## src/tlm_pkg.sv

```systemverilog
// Package for the tightening limit monitor: types, defaults and result layout.
// Assumes torque in Nm and angle in degrees as unsigned 16-bit sample values.
package tlm_pkg;

  localparam int TLM_W = 16;

  // Control strategy families that matter to shutoff
  typedef enum logic [1:0] {
    TLM_TQ_CON     = 2'b00,
    TLM_TQ_ANG_MON = 2'b01,
    TLM_ANG_CON    = 2'b10
  } tlm_strategy_type;

  typedef enum logic [1:0] {
    TLM_REP_TQ_PEAK  = 2'b00,
    TLM_REP_ANG_PEAK = 2'b01,
    TLM_REP_SHUTOFF  = 2'b10
  } tlm_report_type;

  typedef enum logic [1:0] {
    TLM_END_TQ_PEAK  = 2'b00,
    TLM_END_ANG_PEAK = 2'b01,
    TLM_END_CYC_DONE = 2'b10,
    TLM_END_SHUTOFF  = 2'b11
  } tlm_angle_end_type;

  typedef enum logic [1:0] {
    TLM_RD_NONE    = 2'b00,
    TLM_RD_TRIGGER = 2'b01,
    TLM_RD_CYCLE   = 2'b10
  } tlm_rundown_type;

  typedef enum logic [1:0] {
    TLM_PH_IDLE = 2'b00,
    TLM_PH_RUN  = 2'b01,
    TLM_PH_OFF  = 2'b10,
    TLM_PH_DONE = 2'b11
  } tlm_phase_type;

  // Default settings, percent of tool max torque or absolute values
  localparam logic [TLM_W-1:0] TLM_DEF_FINAL_TARGET = 16'h270f; // 9999 Nm
  localparam int               TLM_PCT_UPPER        = 50;
  localparam int               TLM_PCT_CYC_DONE     = 3;
  localparam int               TLM_PCT_RUNDOWN      = 20;
  localparam int               TLM_PCT_LOOSEN       = 10;
  localparam int               TLM_PCT_ANG_START    = 25;
  localparam int               TLM_PCT_CYC_START    = 5;
  localparam int               TLM_PCT_CHANGEOVER   = 25;
  localparam int               TLM_PCT_LOWER        = 30;
  localparam int               TLM_PCT_DEN          = 100;
  localparam logic [TLM_W-1:0] TLM_DEF_ANG_MIN      = 16'h0000; // 0 deg
  localparam logic [TLM_W-1:0] TLM_DEF_ANG_TARGET   = 16'h0000; // 0 deg
  localparam logic [TLM_W-1:0] TLM_DEF_ANG_MAX      = 16'h270f; // 9999 deg

  typedef struct packed {
    tlm_strategy_type  control_strategy_select;
    logic              two_stage;
    logic [TLM_W-1:0]  final_torque_target;
    logic [TLM_W-1:0]  final_torque_upper_limit;
    logic [TLM_W-1:0]  final_torque_lower_limit;
    logic [TLM_W-1:0]  cycle_complete_level;
    logic [TLM_W-1:0]  rundown_complete_level;
    logic [TLM_W-1:0]  cycle_start_level;
    logic [TLM_W-1:0]  stage_changeover_level;
    tlm_report_type    torque_report_point;
    logic [TLM_W-1:0]  loosening_valid_limit;
    logic [TLM_W-1:0]  angle_start_threshold;
    tlm_angle_end_type angle_end_point_select;
    logic [TLM_W-1:0]  final_angle_minimum;
    logic [TLM_W-1:0]  angle_target;
    logic [TLM_W-1:0]  final_angle_maximum;
    logic [TLM_W-1:0]  rundown_angle_minimum;
    logic [TLM_W-1:0]  rundown_angle_maximum;
    tlm_rundown_type   rundown_angle_supervision;
    logic              rundown_torque_option;
  } tlm_cfg_type;

  typedef struct packed {
    logic             tool_off;
    logic             stage_two;
    logic             rundown_done;
    logic             angle_active;
    logic             cycle_done;
    logic             verdict_ok;
    logic             nok;
    logic             low;
    logic             high;
    logic             loosen_ok;
    logic [TLM_W-1:0] reported_torque;
    logic [TLM_W-1:0] final_angle;
  } tlm_result_type;

  // Percent of tool max torque, truncated toward zero
  function automatic logic [TLM_W-1:0] tlm_pct(input logic [TLM_W-1:0] tmax, input int pct);
    int prod;
    prod = (int'(tmax) * pct) / TLM_PCT_DEN;
    return prod[TLM_W-1:0];
  endfunction : tlm_pct

  // Full default setting for a given tool max torque
  function automatic tlm_cfg_type tlm_default_cfg(input logic [TLM_W-1:0] tool_max_torque);
    tlm_cfg_type c;
    c.control_strategy_select   = TLM_TQ_ANG_MON;
    c.two_stage                 = 1'b1;
    c.final_torque_target       = TLM_DEF_FINAL_TARGET;
    c.final_torque_upper_limit  = tlm_pct(tool_max_torque, TLM_PCT_UPPER);
    c.final_torque_lower_limit  = tlm_pct(tool_max_torque, TLM_PCT_LOWER);
    c.cycle_complete_level      = tlm_pct(tool_max_torque, TLM_PCT_CYC_DONE);
    c.rundown_complete_level    = tlm_pct(tool_max_torque, TLM_PCT_RUNDOWN);
    c.cycle_start_level         = tlm_pct(tool_max_torque, TLM_PCT_CYC_START);
    c.stage_changeover_level    = tlm_pct(tool_max_torque, TLM_PCT_CHANGEOVER);
    c.torque_report_point       = TLM_REP_TQ_PEAK;
    c.loosening_valid_limit     = tlm_pct(tool_max_torque, TLM_PCT_LOOSEN);
    c.angle_start_threshold     = tlm_pct(tool_max_torque, TLM_PCT_ANG_START);
    c.angle_end_point_select    = TLM_END_ANG_PEAK;
    c.final_angle_minimum       = TLM_DEF_ANG_MIN;
    c.angle_target              = TLM_DEF_ANG_TARGET;
    c.final_angle_maximum       = TLM_DEF_ANG_MAX;
    c.rundown_angle_minimum     = TLM_DEF_ANG_MIN;
    c.rundown_angle_maximum     = TLM_DEF_ANG_MAX;
    c.rundown_angle_supervision = TLM_RD_NONE;
    c.rundown_torque_option     = 1'b0;
    return c;
  endfunction : tlm_default_cfg

  // Register state of the monitor
  typedef struct packed {
    tlm_phase_type    phase;
    logic             trig_prev;
    logic             tool_off;
    logic             stage_two;
    logic             rundown_on;
    logic             rundown_done;
    logic             angle_on;
    logic             target_met;
    logic [TLM_W-1:0] rd_origin;
    logic [TLM_W-1:0] fa_origin;
    logic [TLM_W-1:0] peak_tq;
    logic [TLM_W-1:0] ang_at_peak_tq;
    logic [TLM_W-1:0] peak_ang;
    logic [TLM_W-1:0] tq_at_peak_ang;
    logic [TLM_W-1:0] shut_tq;
    logic [TLM_W-1:0] shut_ang;
    logic             nok;
    logic             low;
    logic             high;
    logic             loosen_ok;
    logic             done_pulse;
    logic             verdict_ok;
    logic [TLM_W-1:0] rep_tq;
    logic [TLM_W-1:0] fin_ang;
  } tlm_state_type;

endpackage : tlm_pkg

```

## src/tlm_monitor.sv

```systemverilog
// Torque and angle supervision of one tightening cycle.
// Assumes torque and angle samples come from mclk-domain logic; trigger is a raw pin.
`timescale 1ns/1ps
`default_nettype none
module tlm_monitor (
  input  wire logic                    mclk,
  input  wire logic                    rst_n,
  input  wire logic                    sample_valid,
  input  wire logic [tlm_pkg::TLM_W-1:0] torque,
  input  wire logic [tlm_pkg::TLM_W-1:0] angle,
  input  wire logic                    trigger_pin,
  input  wire logic                    loosening,
  input  wire tlm_pkg::tlm_cfg_type    cfg,
  output var  tlm_pkg::tlm_result_type result
);
  import tlm_pkg::*;

  tlm_state_type    st_reg;
  tlm_state_type    st_next;
  logic             trig_sync;
  logic [TLM_W-1:0] fa_now;
  logic [TLM_W-1:0] ra_now;
  logic             tq_strategy;
  logic             stop;
  logic             nok_now;
  logic [TLM_W-1:0] fin_sel;
  logic [TLM_W-1:0] rep_sel;

  // Trigger is a pin, so it must be synchronised before use
  tlm_sync2 u_trig_sync (
    .mclk  (mclk),
    .rst_n (rst_n),
    .din   (trigger_pin),
    .dout  (trig_sync)
  );

  // Running angles relative to their origins; wrap is harmless for 16-bit spans
  assign fa_now      = angle - st_reg.fa_origin;
  assign ra_now      = angle - st_reg.rd_origin;
  assign tq_strategy = (cfg.control_strategy_select == TLM_TQ_CON) ||
                       (cfg.control_strategy_select == TLM_TQ_ANG_MON);

  // End-of-cycle figures, chosen by the report and end point selects
  always_comb begin
    unique case (cfg.angle_end_point_select)
      TLM_END_TQ_PEAK:  fin_sel = st_reg.ang_at_peak_tq - st_reg.fa_origin;
      TLM_END_ANG_PEAK: fin_sel = st_reg.peak_ang - st_reg.fa_origin;
      TLM_END_CYC_DONE: fin_sel = fa_now;
      TLM_END_SHUTOFF:  fin_sel = st_reg.shut_ang - st_reg.fa_origin;
    endcase
    if (!st_reg.angle_on) begin
      fin_sel = '0; // No start point seen, so no final angle
    end
    unique case (cfg.torque_report_point)
      TLM_REP_ANG_PEAK: rep_sel = st_reg.tq_at_peak_ang;
      TLM_REP_SHUTOFF:  rep_sel = st_reg.shut_tq;
      default:          rep_sel = st_reg.peak_tq;
    endcase
  end

  // Next-state logic; every comparison is qualified by sample_valid
  always_comb begin
    st_next            = st_reg;
    st_next.done_pulse = 1'b0;
    stop               = 1'b0;
    nok_now            = 1'b0;
    // Trigger edges count only on valid samples; a stale angle would skew the origin
    if (sample_valid) begin
      st_next.trig_prev = trig_sync;
    end
    // Rundown from trigger press, armed while waiting for the cycle
    if (sample_valid && st_reg.phase == TLM_PH_IDLE &&
        cfg.rundown_angle_supervision == TLM_RD_TRIGGER && trig_sync && !st_reg.trig_prev) begin
      st_next.rundown_on   = 1'b1;
      st_next.rundown_done = 1'b0;
      st_next.rd_origin    = angle;
    end
    if (sample_valid) begin
      if (loosening && torque >= cfg.loosening_valid_limit) begin
        st_next.loosen_ok = 1'b1;
      end
      // Peak tracking while the tool runs and coasts down
      if (st_reg.phase == TLM_PH_RUN || st_reg.phase == TLM_PH_OFF) begin
        if (torque > st_reg.peak_tq) begin
          st_next.peak_tq        = torque;
          st_next.ang_at_peak_tq = angle;
        end
        if (angle > st_reg.peak_ang) begin
          st_next.peak_ang       = angle;
          st_next.tq_at_peak_ang = torque;
        end
      end
      unique case (st_reg.phase)
        TLM_PH_IDLE: begin
          if (torque >= cfg.cycle_start_level) begin
            st_next.phase      = TLM_PH_RUN;
            st_next.tool_off   = 1'b0;
            st_next.stage_two  = 1'b0;
            st_next.angle_on   = 1'b0;
            st_next.target_met = 1'b0;
            st_next.nok        = 1'b0;
            st_next.low        = 1'b0;
            st_next.high       = 1'b0;
            // Set beats the clear when the start sample is itself a loosening
            st_next.loosen_ok  = loosening && torque >= cfg.loosening_valid_limit;
            st_next.verdict_ok = 1'b0;
            st_next.peak_tq        = torque;
            st_next.ang_at_peak_tq = angle;
            st_next.peak_ang       = angle;
            st_next.tq_at_peak_ang = torque;
            st_next.shut_tq        = '0;
            st_next.shut_ang       = angle;
            st_next.fa_origin      = angle;
            // Rundown counts only with supervision or the rundown-torque option
            if (cfg.rundown_angle_supervision == TLM_RD_CYCLE ||
                (cfg.rundown_torque_option && !st_reg.rundown_on)) begin
              st_next.rundown_on   = 1'b1;
              st_next.rundown_done = 1'b0;
              st_next.rd_origin    = angle;
            end else if (cfg.rundown_angle_supervision == TLM_RD_NONE &&
                         !cfg.rundown_torque_option) begin
              st_next.rundown_on   = 1'b0;
              st_next.rundown_done = 1'b0;
            end
          end
        end
        TLM_PH_RUN: begin
          if (cfg.two_stage && torque >= cfg.stage_changeover_level) begin
            st_next.stage_two = 1'b1;
          end
          if (st_reg.rundown_on && !st_reg.rundown_done) begin
            if (ra_now > cfg.rundown_angle_maximum) begin
              st_next.high = 1'b1;
              stop         = 1'b1;
            end
            if (torque >= cfg.rundown_complete_level) begin
              st_next.rundown_done = 1'b1;
              if (ra_now < cfg.rundown_angle_minimum) begin
                st_next.low = 1'b1;
                stop        = 1'b1;
              end
            end
          end
          // Final angle origin is the first sample above the start threshold
          if (!st_reg.angle_on && torque > cfg.angle_start_threshold) begin
            st_next.angle_on  = 1'b1;
            st_next.fa_origin = angle;
          end
          if (st_reg.angle_on && fa_now > cfg.final_angle_maximum) begin
            nok_now = 1'b1;
            stop    = 1'b1;
          end
          if (tq_strategy && torque >= cfg.final_torque_target) begin
            st_next.target_met = 1'b1;
            stop               = 1'b1;
          end
          if (cfg.control_strategy_select == TLM_ANG_CON && st_reg.angle_on &&
              fa_now >= cfg.angle_target) begin
            st_next.target_met = 1'b1;
            stop               = 1'b1;
          end
          if (torque > cfg.final_torque_upper_limit) begin
            nok_now = 1'b1;
            stop    = 1'b1;
          end
          if (nok_now) begin
            st_next.nok = 1'b1;
          end
          if (stop) begin
            st_next.tool_off = 1'b1;
            st_next.phase    = TLM_PH_OFF;
            st_next.shut_tq  = torque;
            st_next.shut_ang = angle;
          end
        end
        TLM_PH_OFF: begin
          if (torque <= cfg.cycle_complete_level) begin
            st_next.phase      = TLM_PH_DONE;
            st_next.done_pulse = 1'b1;
            st_next.fin_ang    = fin_sel;
            st_next.rep_tq     = rep_sel;
            // One verdict from the latched nok, low and high flags plus the end checks
            st_next.nok = st_reg.nok || (fin_sel < cfg.final_angle_minimum) ||
                          (rep_sel < cfg.final_torque_lower_limit);
            st_next.verdict_ok = !(st_next.nok || st_reg.low || st_reg.high);
            st_next.rundown_on = 1'b0;
          end
        end
        TLM_PH_DONE: begin
          st_next.phase = TLM_PH_IDLE;
        end
      endcase
    end
  end

  // State register
  always_ff @(posedge mclk or negedge rst_n) begin
    if (!rst_n) begin
      st_reg <= '0;
    end else begin
      st_reg <= st_next;
    end
  end

  // Outputs straight from the state flops
  always_comb begin
    result.tool_off        = st_reg.tool_off;
    result.stage_two       = st_reg.stage_two;
    result.rundown_done    = st_reg.rundown_done;
    result.angle_active    = st_reg.angle_on;
    result.cycle_done      = st_reg.done_pulse;
    result.verdict_ok      = st_reg.verdict_ok;
    result.nok             = st_reg.nok;
    result.low             = st_reg.low;
    result.high            = st_reg.high;
    result.loosen_ok       = st_reg.loosen_ok;
    result.reported_torque = st_reg.rep_tq;
    result.final_angle     = st_reg.fin_ang;
  end
endmodule : tlm_monitor
`default_nettype wire

```

## src/tlm_sync2.sv

```systemverilog
// Two-flop synchroniser for one level from outside the mclk domain.
// Assumes the level is slow against mclk; a pulse that no mclk edge samples, as one shorter than a cycle can be, is lost.
`timescale 1ns/1ps
`default_nettype none
module tlm_sync2 (
  input  wire logic mclk,
  input  wire logic rst_n,
  input  wire logic din,
  output var  logic dout
);
  typedef struct packed {
    logic meta;
    logic stable;
  } tlm_sync_type;

  tlm_sync_type sync_reg;
  tlm_sync_type sync_next;

  // First flop feeds only the second
  always_comb begin
    sync_next.meta   = din;
    sync_next.stable = sync_reg.meta;
  end

  always_ff @(posedge mclk or negedge rst_n) begin
    if (!rst_n) begin
      sync_reg <= '0;
    end else begin
      sync_reg <= sync_next;
    end
  end

  assign dout = sync_reg.stable;
endmodule : tlm_sync2
`default_nettype wire

```

## config.mk

```make
export PLATFORM = sky130hd
export DESIGN_NAME = tlm_monitor
export DESIGN_NICKNAME = d
export VERILOG_FILES = /design/src/tlm_pkg.sv /design/src/tlm_monitor.sv /design/src/tlm_sync2.sv
export SDC_FILE = /design/constraint.sdc
export NUM_CORES = 1
export LEC_CHECK = 0
export BUFFER_PORTS_ARGS = -buffer_cell sky130_fd_sc_hd__clkbuf_2
export CORE_UTILIZATION = 50
export CTS_CLUSTER_DIAMETER = 50
export CTS_CLUSTER_SIZE = 28
export DETAILED_ROUTE_END_ITERATION = 8
export GPL_TIMING_DRIVEN = 0
export PLACE_DENSITY = 0.73
export SYNTH_ARGS = -nofsm -noshare
export SYNTH_HDL_FRONTEND = slang
export SYNTH_SLANG_ARGS = --single-unit
export TNS_END_PERCENT = 5
```

## constraint.sdc

```tcl
create_clock -name mclk -period 5.7 [get_ports mclk]
set_input_delay 1.14 -clock mclk [delete_from_list [all_inputs] [get_ports mclk]]
set_output_delay 1.14 -clock mclk [all_outputs]
set_load 0.005 [all_outputs]
```

==> results of run 1 <==
-- worst max-delay path by stage --
stage | from | slack [ps] | end
5_1_grt | angle[0] | -20 | st_reg[43]
4_1_cts | angle[1] | 10 | st_reg[51]
6_report | cfg[84] | 190 | result[35]
3_5_place_dp | cfg[84] | -1160 | result[35]
3_3_place_gp | cfg[84] | -1130 | result[35]
2_1_floorplan | cfg[84] | 130 | result[35]
-- final cells by class --
cell class                      instances  area (sq um)  share of cell area [%]
Multi-Input combinational cell       1372         11100                    55.0
Sequential cell                       176          4400                    21.9
Inverter                              320          1200                    5.98
Timing Repair Buffer                  316          1640                    8.13
Clock buffer                           19           443                    2.20
Tap cell                              448           561                    2.78
Clock inverter                         13           184                   0.913
Buffer                                111           632                    3.14
-- what timing repair did --
item,4_1_cts,5_1_grt
setup buffers,1,3
cloned,0,0
resized for setup,11,27
pin swaps,1,8
endpoints found under the setup margin,36,36
-- synthesized netlist by cell type, drive strengths merged, types with 15 or more instances --
master and number:
nor3 15, o211ai 114, nor2b 34, ha 305
nor2 89, xnor2 24, clkbuf 56, o21ai 59
mux2i 41, a221oi 20, mux2 75, nand4 29
dfrtp 176, a21o 43, a21oi 117, inv 320
nand3 22, nand2b 16, o311ai 31, nand2 148
buf 56, o21a 23
-- metrics by stage --
step / power (W) / instance area (sq um) / hold slack, ps / std cells
after detailed placement: 0.00806 / 19300 / 374 / 2740
final: 0.00961 / 20100 / 413 / 2775
after global placement: 0.00781 / 19300 / 372 / 2739
after CTS: 0.00943 / 20000 / 392 / 2772
after floorplan: 0.00631 / 17200 / 331 / 1980
after global routing: 0.0104 / 20100 / 411 / 2775
-- cell families (layout without fill, tap and decap cells) --
| logic type | Yosys count | in the layout |
|---|---|---|
| adder cells (fa/ha/maj) | 308 | 308 |
| multiplexers | 116 | 116 |
| XOR/XNOR | 37 | 37 |
| flip-flops | 176 | 176 |
| AND/OR/NAND/NOR | 401 | 401 |
| buffers and inverters | 432 | 779 |
| AO/OA/AOI/OAI | 510 | 510 |
-- layer usage --
layer  global-route usage [%]  share of wire [%]
met4                     12.6                3.8
met2                     50.7                 46
met5                        0                  0
met1                     38.0                 43
met3                     6.90                8.1
-- power by group through the flow --
stage	sequential, W	combinational (W)	clock [W]
2_1_floorplan	0.00204	0.00428	0
3_3_place_gp	0.00215	0.00566	0
3_5_place_dp	0.00217	0.00589	0
4_1_cts	0.00215	0.00599	0.00129
5_1_grt	0.00222	0.00685	0.00134
6_report	0.00216	0.00617	0.00128
==> results by group, run 1 <==
Logic synthesis
  • Synth Area in Adders: 22.5%
  • Area leader, netlist: dfrtp_1
  • Register bit total from synthesis: 176
  • Syn Area/Cell: just under 9 sq um
  • Sequential share of the synthesized area: 25.6%
  • Yosys cell types: 78
  • Post-synthesis compound-gate area fraction: 20.9%
  • Top cells by area, synth: dfrtp_1 (26%), ha_1 (22%), inv_1 (7.0%)
  • Yosys warns: 0
  • EDFF count, synth: 0
  • Xor and xnor area share after synthesis: 1.88%
  • Top_reg_cell synth: dfrtp_1
  • Top cell type's share of synthesized area: 25.6%
  • Synthesized area: between 15000 and 20000 sq um
  • Post-Syn Nets: 2559
  • Largest family of logic cells by synthesized area: adder cells
  • Mux cell area share after synthesis: 7.30%
  • Asr flop ratio synth: 100%
  • Syn Inst Count: 1980
  • Post-Synth Simple-Gate Area: 11.2%

Cells and area
  • Most common cell after layout, fill and taps aside: inv_1
  • Most frequent cells in the layout: inv_1 (318), clkbuf_2 (310), ha_1 (305)
  • Filler instances: 3015
  • P&R area growth vs syn: 17.2%
  • Util after Layout: between 50% and 60%
  • Antenna cells: 0
  • Nets@finish: between 2000 and 3000
  • Share of layout cells above drive strength 1: 20.7%
  • Flip-flop count of the largest register after layout: 132

Worst setup path
  • Family with the most delay on the worst path: compound AO/OA/AOI/OAI gates
  • CP required: 6080 ps
  • Setup slack, reg-to-reg: slightly below 700 ps
  • CP Capture Type: register
  • Slowest cell delay on critical path: between 400 and 500 ps
  • Crit start category: input port
  • Buf+Inv Stages, Crit Path: 3
  • Critical path peak fanout: 11
  • Worst Path Arrival: 5890 ps
  • R2r startpoint: st_reg[135]
  • CP dominant cell by count: mux2i_1
  • Crit Path Category: input port to register
  • Worst R2R End: st_reg[49]
  • Slowest cell on the critical path: or3b_2
  • R2R cell count: 19
  • CP Depth: 21
  • Cell breakdown of the critical path: buf_4, buf_8, mux2i_1, a21oi_1, ha_1, o21a_1, o21a_1, a32oi_1, a31oi_1, a31oi_1, mux2i_1, a21boi_1, mux2i_1, ha_1, a21o_1, or3b_2, a311oi_4, buf_4, o31ai_1, a21boi_1, mux2_2

STA
  • Slew HR: 44.7%
  • Crit path time final: 5510 ps
  • Slew @ Worst Pin: 828 ps
  • Final setup fails: 0
  • Fmax: 182 MHz
  • Final Hold Viols: 0
  • Final period utilization: 96.6%
  • Skew final: roughly 14 ps
  • Final Max Slew Viols: 0
  • Setup TNS Final: 0 ps
  • Final setup margin: 192 ps

Power and ir drop
  • Comb pwr share: about 64%
  • Psw: 0.00438 W
  • Peak ir drop on the vdd network: 0.244 mV
  • Sw frac: 45.6%
  • Power per Cell Area: 477 nW/um^2
  • Seq pwr share: between 20 and 25%
  • Int Pwr: 0.00523 W
  • Leakage: 10.7 nW
  • Clk pwr share: 13.3%

Route
  • Average routed wire per standard cell: 19.4 um
  • Initial drt markers: 1053
  • Drt first pass iters: 6
  • DR vias: 16109
  • Vias per cell: 5.81
  • DRT Wirelength: 53700 um
  • Antenna Violating Nets Remaining: 0
  • DRC viols: 0

Global route
  • Total GRT Usage: 30.5%
  • GRT overflow: 0
  • First-pass GRT wire length: 84600 um
  • Vias in the first global route: about 16000
  • Initial antenna violation count: 1
  • Largest net degree at the start of global routing: 94

CTS
  • CTS Root Cell: clkbuf_16
  • CTS sink cnt: 176
  • Num CTS Buffers: 17
  • CTS HTree Levels: 4
  • TritonCTS clock tree: built
  • Hold-fix buffers, CTS: 0
  • Worst skew pair latency: 440 ps
  • Clock transition at path regs: 80 ps
  • Clock buffer depth: 2

Placed design
  • Post-DP HPWL: 43600 um
  • GPL Wtd Cong: 0.935
  • PortBufs: 311
  • Worst slack at placement: -1160 ps

Outcome
  • Status: completed

Die
  • Die H: around 190 um
  • Starting Density: 51.0%
  • Core region area: roughly 34000 sq um
  • Die Wd: ~190 um
  • Rows: 67
  • Ports: 313
  • Die Area: between 30000 and 40000 sq um

Worst hold path
  • Hold Startpoint: u_trig_sync.sync_next[0]
  • Hold path endpoint: u_trig_sync.dout
  • Hold depth: 0
  • Hold Crit Class: register to register

Flow run
  • Max Cap Viol: 0
(Power assumes the default switching activity.)
==> run 2, diff against run 1 <==
==> constraint.sdc (replaced) <==
create_clock -name mclk -period 5.5 [get_ports mclk]
set_input_delay 1.1 -clock mclk [delete_from_list [all_inputs] [get_ports mclk]]
set_output_delay 1.1 -clock mclk [all_outputs]
set_load 0.005 [all_outputs]
==> run 2 against run 1 <==
Compared with the run above: the flow now finishes with violations (DRC); design area is 0.37% higher; clock skew is 1.9 ps lower; first-iteration DRC count is 17% higher; critical endpoint is now st_reg[50].
==> results by group, run 2 (synthesized netlist as in run 1, its figures left out) <==
Power and ir drop
  • Leakage: about 11 nW
  • Power per Cell Area: between 400 and 500 nW/um^2
  • Peak ir drop on the vdd network: roughly 0.25 mV
  • Tot Pwr: around 0.01 W

Outcome
  • Failing checks: DRC
  • Status: finished with violations

Worst setup path
  • Setup slack, reg-to-reg: 540 ps
  • CP Capture Type: register
  • Worst Path Arrival: 5660 ps
  • Crit start category: input port
  • Crit Path Category: input port to register
  • Cell breakdown of the critical path: clkbuf_2, ha_1, o21a_1, o31a_1, nor3_1, o31ai_1, or4_1, a311oi_2, a21oi_1, xnor2_2, ha_1, a211o_1, a211oi_2, a2111oi_4, o41ai_4, buf_12, buf_6, mux2_1
  • CP required: a little under 6000 ps
  • CP dominant cell by count: ha_1
  • Slowest cell on the critical path: or4_1
  • Critical path peak fanout: 10
  • Slowest cell delay on critical path: roughly 480 ps

Route
  • Average routed wire per standard cell: 19.4 um
  • Drt first pass iters: 8
  • DRT Wirelength: 53800 um
  • Initial drt markers: 1237
  • DRC viols: 1
  • Vias per cell: 5.81
  • DR vias: between 15000 and 20000
  • Antenna Violating Nets Remaining: 0

Die
  • Die H: 187 um
  • Starting Density: 51.0%
  • Die Wd: 187 um
  • Ports: approximately 310
  • Rows: 67
  • Core region area: 33700 sq um
  • Die Area: 35100 sq um

Cells and area
  • Filler instances: 3034
  • Nets@finish: 2900
  • Flip-flop count of the largest register after layout: approximately 130
  • Share of layout cells above drive strength 1: 21.1%
  • P&R area growth vs syn: 17.6%
  • Non-Filler Cell Area, Final: 20200 sq um
  • Most common cell after layout, fill and taps aside: inv_1
  • Most frequent cells in the layout: inv_1 (318), clkbuf_2 (308), ha_1 (304)

CTS
  • Clock transition at path regs: 70 ps
  • Clock buffer depth: 2
  • Hold-fix buffers, CTS: 0
  • CTS Root Cell: clkbuf_16
  • TritonCTS clock tree: built
  • Num CTS Buffers: 17
  • CTS sink cnt: 176
  • CTS HTree Levels: 4
  • Worst skew pair latency: 440 ps

Placed design
  • GPL Wtd Cong: approximately 0.95
  • Post-DP HPWL: 43500 um
  • PortBufs: 311
  • Worst slack at placement: -1290 ps
  • Post-placement cell area: 19400 sq um

Global route
  • Initial antenna violation count: 2
  • GRT overflow: 0
  • Largest net degree at the start of global routing: between 100 and 150
  • Vias in the first global route: 16170
  • First-pass GRT wire length: around 85000 um
  • Total GRT Usage: between 30% and 40%

STA
  • Slew HR: 45.3%
  • Crit path time final: 5340 ps
  • Final Max Slew Viols: 0
  • Final Hold Viols: 0
  • Final setup fails: 0
  • Final setup margin: roughly 160 ps
  • Slew @ Worst Pin: 815 ps
  • Hold_ws: about 350 ps
  • Fmax: 187 MHz
  • Final period utilization: 97.2%
  • Skew final: 12.5 ps
  • Setup TNS Final: 0 ps

Worst hold path
  • Hold Crit Class: register to register

Flow run
  • Max Cap Viol: 0
## run 2: cell types whose count changed in the layout (fill, tap and decap cells not counted), sizes merged
cell	change
inv	-3
clkinvlp	-1
diode	+1
buf	+6
clkinv	-1
clkbuf	+5
bufinv	-2
## run 2: what timing repair did
| action | CTS | global route |
|---|---|---|
| pin swaps | 5 | 16 |
| resized for setup | 17 | 44 |
| setup buffers | 5 | 6 |
| endpoints found under the setup margin | 37 | 37 |
## run 2: cell type report
type | instances | area, sq um | share of cell area [%]
Antenna cell | 1 | 2.50 | 0.0124
Buffer | 111 | 652 | 3.22
Clock buffer | 23 | 458 | 2.26
Clock inverter | 6 | 86.3 | 0.427
Inverter | 320 | 1200 | 5.96
Multi-Input combinational cell | 1372 | 11200 | 55.2
Sequential cell | 176 | 4400 | 21.8
Tap cell | 448 | 561 | 2.77
Timing Repair Buffer | 323 | 1700 | 8.41
## run 2: per-layer routing
metal | vias up | wire [um] | GRT usage, %
met3 | 114 | 3890 | 5.44
met4 | 0 | 1760 | 11.8
met1 | 7618 | 23100 | 38.6
li1 | 7695 | - | -
met2 | 711 | 25100 | 51.1
met5 | - | 0 | 0
## run 2: power breakdown
part | internal [W] | switching [W]
logic | 0.00286 | 0.00373
clock network | 0.000673 | 0.000511
registers | 0.00188 | 0.000362
total | 0.00541 | 0.00460
## run 2: path summary, 6_finish.rpt
path / start / end / depth (start not counted)
worst max-delay path: angle[2] / st_reg[50] / 18
worst min-delay path: u_trig_sync.sync_next[0] / u_trig_sync.dout / 0
worst max register to register: st_reg[135] / st_reg[50] / 20
worst min register to register: u_trig_sync.sync_next[0] / u_trig_sync.dout / 0
max in group asynchronous: rst_n / st_reg[173] / 2
min in group asynchronous: rst_n / result[1] / 1
## run 2: stage by stage
stage / instances / utilization, %
final: 2780 / 60.0
after global routing: 2780 / 60.0
after CTS: 2773 / 59.4
after detailed placement: 2740 / 57.4
after global placement: 2739 / 57.3
after floorplan: 1980 / -
## run 2: worst max-delay path: cells and delay by family
| family | cells | cell delay, ps |
|---|---|---|
| adders and majority gates | 2 | 710 |
| muxes | 1 | 330 |
| AOI/OAI and AO/OA | 9 | 2000 |
| and+or+nand+nor | 2 | 690 |
| xor gates and xnor gates | 1 | 240 |
| buffers and inverters | 3 | 570 |
